`config.mk`:
```
export PLATFORM = sky130hd
export DESIGN_NAME = stc_sysref_cal
export DESIGN_NICKNAME = d
export VERILOG_FILES = /design/src/stc_pkg.sv /design/src/stc_cal_if.sv /design/src/stc_sysref_cal.sv /design/src/stc_cal_engine.sv
export SDC_FILE = /design/constraint.sdc
export NUM_CORES = 1
export LEC_CHECK = 0
export ABC_AREA = 0
export BUFFER_PORTS_ARGS = -buffer_cell sky130_fd_sc_hd__buf_2
export CAP_MARGIN = 20
export CORE_MARGIN = 10
export CORE_UTILIZATION = 35
export DETAILED_ROUTE_END_ITERATION = 12
export GPL_TIMING_DRIVEN = 0
export MAX_ROUTING_LAYER = met4
export SYNTH_ARGS = -nofsm -noshare
export SYNTH_HDL_FRONTEND = slang
export SYNTH_SLANG_ARGS = --single-unit
```
`constraint.sdc`:
```
create_clock -name clk -period 7.91 [get_ports clk]
set_input_delay 0 -clock clk [delete_from_list [all_inputs] [get_ports clk]]
set_output_delay 0 -clock clk [all_outputs]
set_load 0.01 [all_outputs]
```
`src/stc_pkg.sv`:
```
// Purpose: Shared constants for the SYSREF timing calibration block.
// Assumes: APB register access with 32-bit data, one register per aligned word.
// Notes: Register indices are kept as printed; byte address is four times the index.
package stc_pkg;

    // ************************************************************
    // Register map
    // ************************************************************
    localparam int ADDR_W = 12;
    localparam logic [ADDR_W-1:0] IDX_ENABLE = 12'h2B0;
    localparam logic [ADDR_W-1:0] IDX_CONFIG = 12'h2B1;
    localparam logic [ADDR_W-1:0] IDX_RESULT = 12'h2B2;
    localparam logic [ADDR_W-1:0] IDX_ADJUST = 12'h2B5;
    localparam logic [ADDR_W-1:0] IDX_RAMP = 12'h2B8;
    localparam logic [ADDR_W-1:0] IDX_IRQ_STATUS = 12'h2BC;
    localparam logic [ADDR_W-1:0] IDX_IRQ_MASK = 12'h2BD;
    localparam logic [ADDR_W-1:0] ADDR_ENABLE = ADDR_W'(IDX_ENABLE * 4);
    localparam logic [ADDR_W-1:0] ADDR_CONFIG = ADDR_W'(IDX_CONFIG * 4);
    localparam logic [ADDR_W-1:0] ADDR_RESULT = ADDR_W'(IDX_RESULT * 4);
    localparam logic [ADDR_W-1:0] ADDR_ADJUST = ADDR_W'(IDX_ADJUST * 4);
    localparam logic [ADDR_W-1:0] ADDR_RAMP = ADDR_W'(IDX_RAMP * 4);
    localparam logic [ADDR_W-1:0] ADDR_IRQ_STATUS = ADDR_W'(IDX_IRQ_STATUS * 4);
    localparam logic [ADDR_W-1:0] ADDR_IRQ_MASK = ADDR_W'(IDX_IRQ_MASK * 4);

    // ************************************************************
    // Reset values and fields
    // ************************************************************
    localparam logic [7:0] ENABLE_RST = 8'h00;
    localparam logic [7:0] CONFIG_RST = 8'h05;
    localparam logic [23:0] ADJUST_RST = 24'h000000;
    localparam logic [7:0] RAMP_RST = 8'h00;
    localparam logic [1:0] IRQ_RST = 2'h0;
    localparam int ENABLE_BIT = 0;
    localparam int AVG_LSB = 2;
    localparam int ACC_LSB = 0;
    localparam int DONE_BIT = 17;
    localparam int DELAY_W = 17;
    localparam int IRQ_DONE_BIT = 0;
    localparam int IRQ_FAIL_BIT = 1;

    // ************************************************************
    // Calibration timing
    // ************************************************************
    localparam logic [15:0] MAX_PERIOD_0 = 16'd85;
    localparam logic [15:0] MAX_PERIOD_1 = 16'd1100;
    localparam logic [15:0] MAX_PERIOD_2 = 16'd5200;
    localparam logic [15:0] MAX_PERIOD_3 = 16'd21580;
    localparam int CAL_BOUND_AVG = 256;
    localparam int CAL_BOUND_STEP = 19;
    localparam int CAL_BOUND_EXP_OFS = 2;

    typedef enum logic [1:0] {
        STC_IDLE = 2'b00,
        STC_SYNC = 2'b01,
        STC_MEAS = 2'b10
    } stc_state_e;

endpackage

```
`src/stc_cal_if.sv`:
```
// Purpose: Carries control and result between register logic and the measuring engine.
// Assumes: Single clock domain.
// Notes: Start and abort are one-cycle pulses; done and fail are one-cycle pulses.
`timescale 1ns/100ps
interface stc_cal_if;
    logic start;
    logic abort;
    logic [1:0] avg_code;
    logic [1:0] acc_code;
    logic [31:0] bound;
    logic done;
    logic fail;
    logic [16:0] delay;

    modport ctrl (output start, output abort, output avg_code, output acc_code, output bound,
                  input done, input fail, input delay);
    modport engine (input start, input abort, input avg_code, input acc_code, input bound,
                    output done, output fail, output delay);
endinterface

```
`src/stc_sysref_cal.sv`:
```
// Purpose: APB register file and control for SYSREF timing calibration.
// Assumes: sysref and APB inputs are synchronous to clk; reset_n is synchronous.
// Notes: Zero wait states; pready rises in the first access cycle.
//
// Implementation choice: the APB slave port.
`timescale 1ns/100ps

// Function
// - Enable low: output follows manual delay register
// - Enable high: calibration sets delay, manual ignored
// - Only a 0-to-1 enable change starts calibration
// - Averaging field bits 3-2 selects 4..256
// - Accumulation field bits 1-0 selects 4..256 cycles
// - Overlong SYSREF period makes calibration fail
// - Calibration ends within 256*19*4^(a+h+2) cycles
// - Done bit 17 reads 1 only enabled and finished
// - Status bits 16-0 return calibrated delay
// - Register decode at printed offsets with resets
// - Manual delay: invert 16, coarse 15-8, fine 7-0
// - Coarse manual field acts only while disabled
module stc_sysref_cal #(
    parameter int CAL_BOUND_BASE = stc_pkg::CAL_BOUND_AVG * stc_pkg::CAL_BOUND_STEP
) (
    input wire logic clk,
    input wire logic reset_n,
    input wire logic psel,
    input wire logic penable,
    input wire logic pwrite,
    input wire logic [11:0] paddr,
    input wire logic [31:0] pwdata,
    output logic [31:0] prdata,
    output logic pready,
    output logic pslverr,
    input wire logic sysref,
    output logic [16:0] aperture_delay,
    output logic irq
);

    stc_cal_if cal ();

    logic sysref_cal_enable;
    logic [7:0] sysref_cal_config;
    logic [23:0] aperture_delay_adjust;
    logic [7:0] aperture_delay_ramp_ctrl;
    logic cal_complete_flag;
    logic [16:0] calibrated_delay_value;
    logic [1:0] irq_status;
    logic [1:0] irq_mask;
    logic [1:0] next_irq_status;
    logic setup;
    logic wr_en;
    logic mapped;
    logic [31:0] rd_mux;
    logic en_write;
    logic en_new;

    assign setup = psel && !penable;
    assign wr_en = psel && penable && pready && pwrite && !pslverr;
    assign en_write = wr_en && paddr == stc_pkg::ADDR_ENABLE;
    assign en_new = pwdata[stc_pkg::ENABLE_BIT];

    // ************************************************************
    // Engine hookup
    // ************************************************************
    assign cal.start = en_write && en_new && !sysref_cal_enable;
    assign cal.abort = en_write && !en_new;
    assign cal.avg_code = sysref_cal_config[stc_pkg::AVG_LSB +: 2];
    assign cal.acc_code = sysref_cal_config[stc_pkg::ACC_LSB +: 2];
    assign cal.bound = 32'(CAL_BOUND_BASE) << (2 * (32'(cal.avg_code) + 32'(cal.acc_code)
                       + stc_pkg::CAL_BOUND_EXP_OFS));

    stc_cal_engine u_engine (
        .clk(clk),
        .reset_n(reset_n),
        .sysref(sysref),
        .cal(cal)
    );

    // ************************************************************
    // Writable registers
    // ************************************************************
    always_ff @(posedge clk) begin
        if (!reset_n) begin
            sysref_cal_enable <= stc_pkg::ENABLE_RST[stc_pkg::ENABLE_BIT];
            sysref_cal_config <= stc_pkg::CONFIG_RST;
            aperture_delay_adjust <= stc_pkg::ADJUST_RST;
            aperture_delay_ramp_ctrl <= stc_pkg::RAMP_RST;
            irq_mask <= stc_pkg::IRQ_RST;
        end else if (wr_en) begin
            unique case (paddr)
                stc_pkg::ADDR_ENABLE: sysref_cal_enable <= en_new;
                stc_pkg::ADDR_CONFIG: sysref_cal_config <= pwdata[7:0];
                stc_pkg::ADDR_ADJUST: aperture_delay_adjust <= pwdata[23:0];
                stc_pkg::ADDR_RAMP: aperture_delay_ramp_ctrl <= pwdata[7:0];
                stc_pkg::ADDR_IRQ_MASK: irq_mask <= pwdata[1:0];
                default: begin
                end
            endcase
        end
    end

    // ************************************************************
    // Calibration result and done flag
    // ************************************************************
    always_ff @(posedge clk) begin
        if (!reset_n) begin
            cal_complete_flag <= 1'b0;
            calibrated_delay_value <= 17'h00000;
        end else if (cal.start || cal.abort) begin
            cal_complete_flag <= 1'b0;
        end else if (cal.done && sysref_cal_enable) begin
            cal_complete_flag <= 1'b1;
            calibrated_delay_value <= cal.delay;
        end
    end

    // The output holds the last value while a calibration runs, so the clock never jumps mid-run.
    always_ff @(posedge clk) begin
        if (!reset_n) begin
            aperture_delay <= 17'h00000;
        end else if (!sysref_cal_enable) begin
            aperture_delay <= aperture_delay_adjust[stc_pkg::DELAY_W-1:0];
        end else if (cal.done) begin
            aperture_delay <= cal.delay;
        end
    end

    // ************************************************************
    // Interrupts
    // ************************************************************
    always_comb begin
        next_irq_status = irq_status;
        if (wr_en && paddr == stc_pkg::ADDR_IRQ_STATUS) begin
            next_irq_status = irq_status & ~pwdata[1:0];
        end
        next_irq_status[stc_pkg::IRQ_DONE_BIT] = next_irq_status[stc_pkg::IRQ_DONE_BIT]
                                                 | (cal.done && sysref_cal_enable);
        next_irq_status[stc_pkg::IRQ_FAIL_BIT] = next_irq_status[stc_pkg::IRQ_FAIL_BIT] | cal.fail;
    end

    always_ff @(posedge clk) begin
        if (!reset_n) begin
            irq_status <= stc_pkg::IRQ_RST;
            irq <= 1'b0;
        end else begin
            irq_status <= next_irq_status;
            irq <= |(next_irq_status & irq_mask);
        end
    end

    // ************************************************************
    // APB read path
    // ************************************************************
    always_comb begin
        mapped = 1'b1;
        rd_mux = 32'h00000000;
        unique case (paddr)
            stc_pkg::ADDR_ENABLE: rd_mux = {31'h00000000, sysref_cal_enable};
            stc_pkg::ADDR_CONFIG: rd_mux = {24'h000000, sysref_cal_config};
            stc_pkg::ADDR_RESULT: begin
                rd_mux[stc_pkg::DONE_BIT] = cal_complete_flag && sysref_cal_enable;
                rd_mux[stc_pkg::DELAY_W-1:0] = calibrated_delay_value;
            end
            stc_pkg::ADDR_ADJUST: rd_mux = {8'h00, aperture_delay_adjust};
            stc_pkg::ADDR_RAMP: rd_mux = {24'h000000, aperture_delay_ramp_ctrl};
            stc_pkg::ADDR_IRQ_STATUS: rd_mux = {30'h00000000, irq_status};
            stc_pkg::ADDR_IRQ_MASK: rd_mux = {30'h00000000, irq_mask};
            default: mapped = 1'b0;
        endcase
    end

    always_ff @(posedge clk) begin
        if (!reset_n) begin
            pready <= 1'b0;
            pslverr <= 1'b0;
            prdata <= 32'h00000000;
        end else begin
            pready <= setup;
            pslverr <= setup && !mapped;
            prdata <= (setup && !pwrite) ? rd_mux : 32'h00000000;
        end
    end
endmodule // stc_sysref_cal

```
`src/stc_cal_engine.sv`:
```
// Purpose: Measures the SYSREF edge phase against accumulation windows and averages it.
// Assumes: sysref is synchronous to clk.
// Notes: Fails on an overlong SYSREF period or when the duration bound runs out.
`timescale 1ns/100ps
module stc_cal_engine (
    input wire logic clk,
    input wire logic reset_n,
    input wire logic sysref,
    stc_cal_if.engine cal
);

    stc_pkg::stc_state_e state;
    logic sysref_q;
    logic edge_seen;
    logic [7:0] phase_cnt;
    logic [7:0] phase_last;
    logic [15:0] period_cnt;
    logic [15:0] max_period;
    logic [31:0] time_cnt;
    logic [8:0] avg_cnt;
    logic [8:0] avg_last;
    logic [15:0] sum;
    logic [15:0] next_sum;
    logic [23:0] scaled;
    logic too_long;

    assign edge_seen = sysref && !sysref_q;
    assign phase_last = 8'((9'd4 << (2 * cal.acc_code)) - 9'd1);
    assign avg_last = 9'((10'd4 << (2 * cal.avg_code)) - 10'd1);
    assign next_sum = sum + {8'h00, phase_cnt};
    assign scaled = 24'({next_sum, 8'h00} >> (2 * (cal.avg_code + 2'd1)));
    assign too_long = (period_cnt >= max_period) || (time_cnt >= cal.bound);

    always_comb begin
        unique case (cal.acc_code)
            2'd0: max_period = stc_pkg::MAX_PERIOD_0;
            2'd1: max_period = stc_pkg::MAX_PERIOD_1;
            2'd2: max_period = stc_pkg::MAX_PERIOD_2;
            2'd3: max_period = stc_pkg::MAX_PERIOD_3;
        endcase
    end

    always_ff @(posedge clk) begin
        if (!reset_n) begin
            sysref_q <= 1'b0;
        end else begin
            sysref_q <= sysref;
        end
    end

    // ************************************************************
    // Accumulation window phase, free running
    // ************************************************************
    always_ff @(posedge clk) begin
        if (!reset_n || cal.start) begin
            phase_cnt <= 8'h00;
        end else if (phase_cnt >= phase_last) begin
            phase_cnt <= 8'h00;
        end else begin
            phase_cnt <= phase_cnt + 8'h01;
        end
    end

    // ************************************************************
    // Sequence control
    // ************************************************************
    always_ff @(posedge clk) begin
        if (!reset_n) begin
            state <= stc_pkg::STC_IDLE;
            period_cnt <= 16'h0000;
            time_cnt <= 32'h00000000;
            avg_cnt <= 9'h000;
            sum <= 16'h0000;
            cal.done <= 1'b0;
            cal.fail <= 1'b0;
            cal.delay <= 17'h00000;
        end else begin
            cal.done <= 1'b0;
            cal.fail <= 1'b0;
            if (cal.abort) begin
                state <= stc_pkg::STC_IDLE;
            end else if (cal.start) begin
                state <= stc_pkg::STC_SYNC;
                period_cnt <= 16'h0000;
                time_cnt <= 32'h00000000;
                avg_cnt <= 9'h000;
                sum <= 16'h0000;
            end else begin
                unique case (state)
                    stc_pkg::STC_IDLE: begin
                    end
                    stc_pkg::STC_SYNC, stc_pkg::STC_MEAS: begin
                        time_cnt <= time_cnt + 32'h00000001;
                        period_cnt <= edge_seen ? 16'h0000 : period_cnt + 16'h0001;
                        if (too_long) begin
                            cal.fail <= 1'b1;
                            state <= stc_pkg::STC_IDLE;
                        end else if (edge_seen && state == stc_pkg::STC_SYNC) begin
                            state <= stc_pkg::STC_MEAS;
                        end else if (edge_seen) begin
                            sum <= next_sum;
                            avg_cnt <= avg_cnt + 9'h001;
                            if (avg_cnt == avg_last) begin
                                cal.delay <= {1'b0, scaled[15:0]};
                                cal.done <= 1'b1;
                                state <= stc_pkg::STC_IDLE;
                            end
                        end
                    end
                    default: state <= stc_pkg::STC_IDLE;
                endcase
            end
        end
    end
endmodule // stc_cal_engine

```
==> impl_metrics.yaml <==
critical_path:
  critPathTopFamily: "simple AND/OR/NAND/NOR gates"
  slowest_stage: "sky130_fd_sc_hd__a21oi_2"
  critical_path_buf_inv_count: 4
  critPathLaunchType: "register"
  critPathMaxFanout: 10
  worst-path-stages: 17
  path_cells: "buf_2 -> inv_1 -> clkbuf_1 -> ha_1 -> nor3b_1 -> nor2b_1 -> nand2_1 -> and2_1 -> ha_1 -> nand4_1 -> nor4_1 -> o211ai_1 -> a21oi_2 -> nor3_2 -> buf_2 -> mux2i_1 -> nor2_1"
  crit_type: "reg -> reg"
  critPathCaptureType: "register"
  cp_data_required_time_ns: 8.29
  timing.critical_path.arrival_ns: 5.59
  crit_path_max_incr_delay_ns: 0.60
  timing.reg2reg.worst_path_depth: 17
yosys:
  postSynth.topFlopCell: "sky130_fd_sc_hd__dfxtp_1"
  number_of_enable_type_register_cells_in_the_synthesized_netlist: 0
  yosysUniqueCellTypes: 78
  synth_top_cell_by_area: "sky130_fd_sc_hd__dfxtp_1"
  netlist_area_mm2: 0.0108
  yosysWarnings: 0
  postSynthCellCount: 1254
  synth_top_area_share_pct: 38.4
  synth.most_common_cell: "sky130_fd_sc_hd__dfxtp_1"
  async_flop_share_pct: 0
  top_cells_by_area_synth: "sky130_fd_sc_hd__dfxtp_1 38%, sky130_fd_sc_hd__ha_1 6.3%, sky130_fd_sc_hd__nand2_1 5.8%, sky130_fd_sc_hd__mux2i_1 4.4%, sky130_fd_sc_hd__nor2_1 3.7%"
  ys_seq_area_share_pct: 38.4
  avgSynthCellArea_um2: 8.64
  ys_seq_elements: 208
  synth_top_cells_by_count: "208 x sky130_fd_sc_hd__dfxtp_1, 168 x sky130_fd_sc_hd__nand2_1, 106 x sky130_fd_sc_hd__nor2_1"
route:
  via_count: 9412
  route.final.wire_length_mm: 29.8
  route.detailed.drc: 0
  vias_per_cell: 5.18
  starting_drt_drc_count: 455
  detail_route.first_pass.iterations: 5
  antenna_violating_nets_post_route: 0
  route.detailed.wl_per_inst_um: 16.4
sta:
  maxClockFrequency_mhz: 192
  fin_hold_ws_ns: 0.0462
  timing.final.crit_period_ns: 5.20
  slew_headroom_pct: 42.3
  grt_setup_unrepaired: "no"
  final_min_period_over_clock_period_pct: 65.8
  finClkSkew_ns: 0.0126
  report.final.setup_viol: 0
  finalSetupTns_ns: 0
  hold_viol_final: 0
  slew_viol_final: 0
  worstMarginPinSlew_ns: 0.858
hold_path:
  timing.hold.worst_path_depth: 4
  min_path_type: "in -> reg"
grt:
  grt_usage_pct: 15.5
  grt_first_pass_wirelength_mm: 49.0
  grt_pass1_vias: 9366
  global_route.overflow_total: 0
  grt_max_degree: 14
  grt_antenna_before_repair: 0
floorplan:
  die_width_um: 196
  rows: 64
  die_y_um: 196
  initial_utilization_pct: 35.4
  core-area_mm2: 0.0306
  ios: 102
  die_area_mm2: 0.0384
place:
  place.gp.congestion: 0.867
  post-dp-hpwl_mm: 22.4
  placement.cell_area_mm2: 0.0118
  io_buffers: 84
  cell_count_post_placement: 1742
cts:
  worst_skew_pair.late_latency_ns: 0.53
  clock_sinks: 208
  clock_tree.root_cell: "sky130_fd_sc_hd__clkbuf_16"
  cts_h_tree_depth: 1
  postCtsSetupRepairBufs: 0
  clk_pin_slew_worst_paths_ns: 0.06
  cts_buffers: 24
  worst_case_clock_buffer_depth: 3
  tritoncts: "built"
pwr:
  power_density_mw_per_mm2: 171
  ir_worst_vdd_v: 0.000178
  power.static_leakage_nw: 4.89
finish:
  n_diodes: 0
  post-route-cell-area_mm2: 0.0129
  drive_above_1_share_pct: 12.7
  synthToLayoutAreaGrowth_pct: 19.0
  final_cell_count_no_fill: 1818
  fillerInstances: 3112
  nets: 1510
flow_run:
  cap_violations: 0
status:
  outcome: "complete, no violations"
## final timing paths
kind	from	to	slack [ns]
min	pwrite	prdata[10]	0.05
max	sysref_cal_config[3]	u_engine.sum[0]	2.71
max reg2reg	sysref_cal_config[3]	u_engine.sum[0]	2.71
min reg2reg	aperture_delay_adjust[21]	aperture_delay_adjust[21]	0.45
## routing by layer
metal / share of wire, % / wire, µm / track usage, %
met4: 1.6 / 486 / 3.45
met2: 47 / 13900 / 25.4
met3: 4.4 / 1310 / 2.03
met1: 47 / 14100 / 20.0
met5: 0 / 0 / -
## kinds of logic after synthesis
group | synth area share, %
simple gates | 23.6
compound gates | 16.7
flops | 38.4
buf+inv | 4.63
xor+xnor | 4.93
fa+ha+maj | 6.53
mux | 5.16
other cells | 0.0346
## area by class of cell
| cell class | count | area, µm² | share of cell area (%) |
|---|---|---|---|
| multi-input cells | 938 | 6200 | 48.1 |
| well taps | 396 | 495 | 3.84 |
| clock inverters | 9 | 61.3 | 0.475 |
| flip-flops and latches | 208 | 4160 | 32.3 |
| inverters | 41 | 154 | 1.19 |
| repair buffers | 117 | 748 | 5.80 |
| clock buffers | 35 | 722 | 5.60 |
| plain buffers | 74 | 348 | 2.70 |
## where the power goes
part / switching (mW) / internal [mW] / leakage [nW] / total, mW
logic: 0.0408 / 0.0336 / 2.82 / 0.0744
clock network: 0.450 / 0.633 / 0.387 / 1.08
registers: 0.00221 / 1.05 / 1.68 / 1.05
total: 0.493 / 1.72 / 4.89 / 2.21
## flip-flops by register name, indices dropped and copies added (netlist names)
name                      cells
irq_status                    2
u_engine.avg_cnt              9
u_engine.cal.delay           16
sysref_cal_enable             1
u_engine.phase_cnt            8
irq                           1
u_engine.state                2
prdata                       24
calibrated_delay_value       16
cal_complete_flag             1
aperture_delay_adjust        24
u_engine.time_cnt            32
u_engine.period_cnt          16
pready                        1
u_engine.sum                 16
irq_mask                      2
u_engine.cal.done             1
aperture_delay_ramp_ctrl      8
u_engine.cal.fail             1
u_engine.sysref_q             1
sysref_cal_config             8
aperture_delay               17
pslverr                       1
## metrics by stage
stage / util, % / worst slack [ns] / power (mW)
after floorplan: - / 3.83 / 1.11
after global placement: 38.5 / 2.83 / 1.14
after detailed placement: 38.6 / 2.77 / 1.14
after CTS: 42.2 / 2.75 / 2.24
after global routing: 42.2 / 2.32 / 2.28
final: 42.2 / 2.71 / 2.21
## cell usage in the layout (no fill, tap or decap), types with 22 or more instances in the layout
cell | Yosys | final
sky130_fd_sc_hd__xor2_1 | 22 | 22
sky130_fd_sc_hd__dlygate4sd3_1 | 0 | 32
sky130_fd_sc_hd__nand3_1 | 40 | 40
sky130_fd_sc_hd__mux2i_1 | 48 | 48
sky130_fd_sc_hd__ha_1 | 55 | 55
sky130_fd_sc_hd__clkbuf_1 | 46 | 49
sky130_fd_sc_hd__o21ai_0 | 26 | 26
sky130_fd_sc_hd__a21boi_1 | 36 | 36
sky130_fd_sc_hd__nor2b_1 | 28 | 28
sky130_fd_sc_hd__buf_2 | 14 | 98
sky130_fd_sc_hd__nand4_1 | 26 | 26
sky130_fd_sc_hd__inv_1 | 41 | 41
sky130_fd_sc_hd__dfxtp_1 | 208 | 208
sky130_fd_sc_hd__nor3_1 | 25 | 25
sky130_fd_sc_hd__nand2_1 | 168 | 168
sky130_fd_sc_hd__nor2_1 | 106 | 106
sky130_fd_sc_hd__a21oi_1 | 58 | 58
sky130_fd_sc_hd__clkbuf_16 | 0 | 24
sky130_fd_sc_hd__xnor2_1 | 39 | 39
## timing repair
item,in CTS,in global routing
hold buffers,32,0
hold endpoints to repair,46,0
gates resized for setup,0,0
## tightest hold or removal path, delay by kind of cell
family | cells | cell delay [ns]
AO/OA/AOI/OAI | 1 | 0.18
buffers and inverters | 2 | 0.28
AND/OR/NAND/NOR | 1 | 0.05
(Power assumes the default switching activity.)
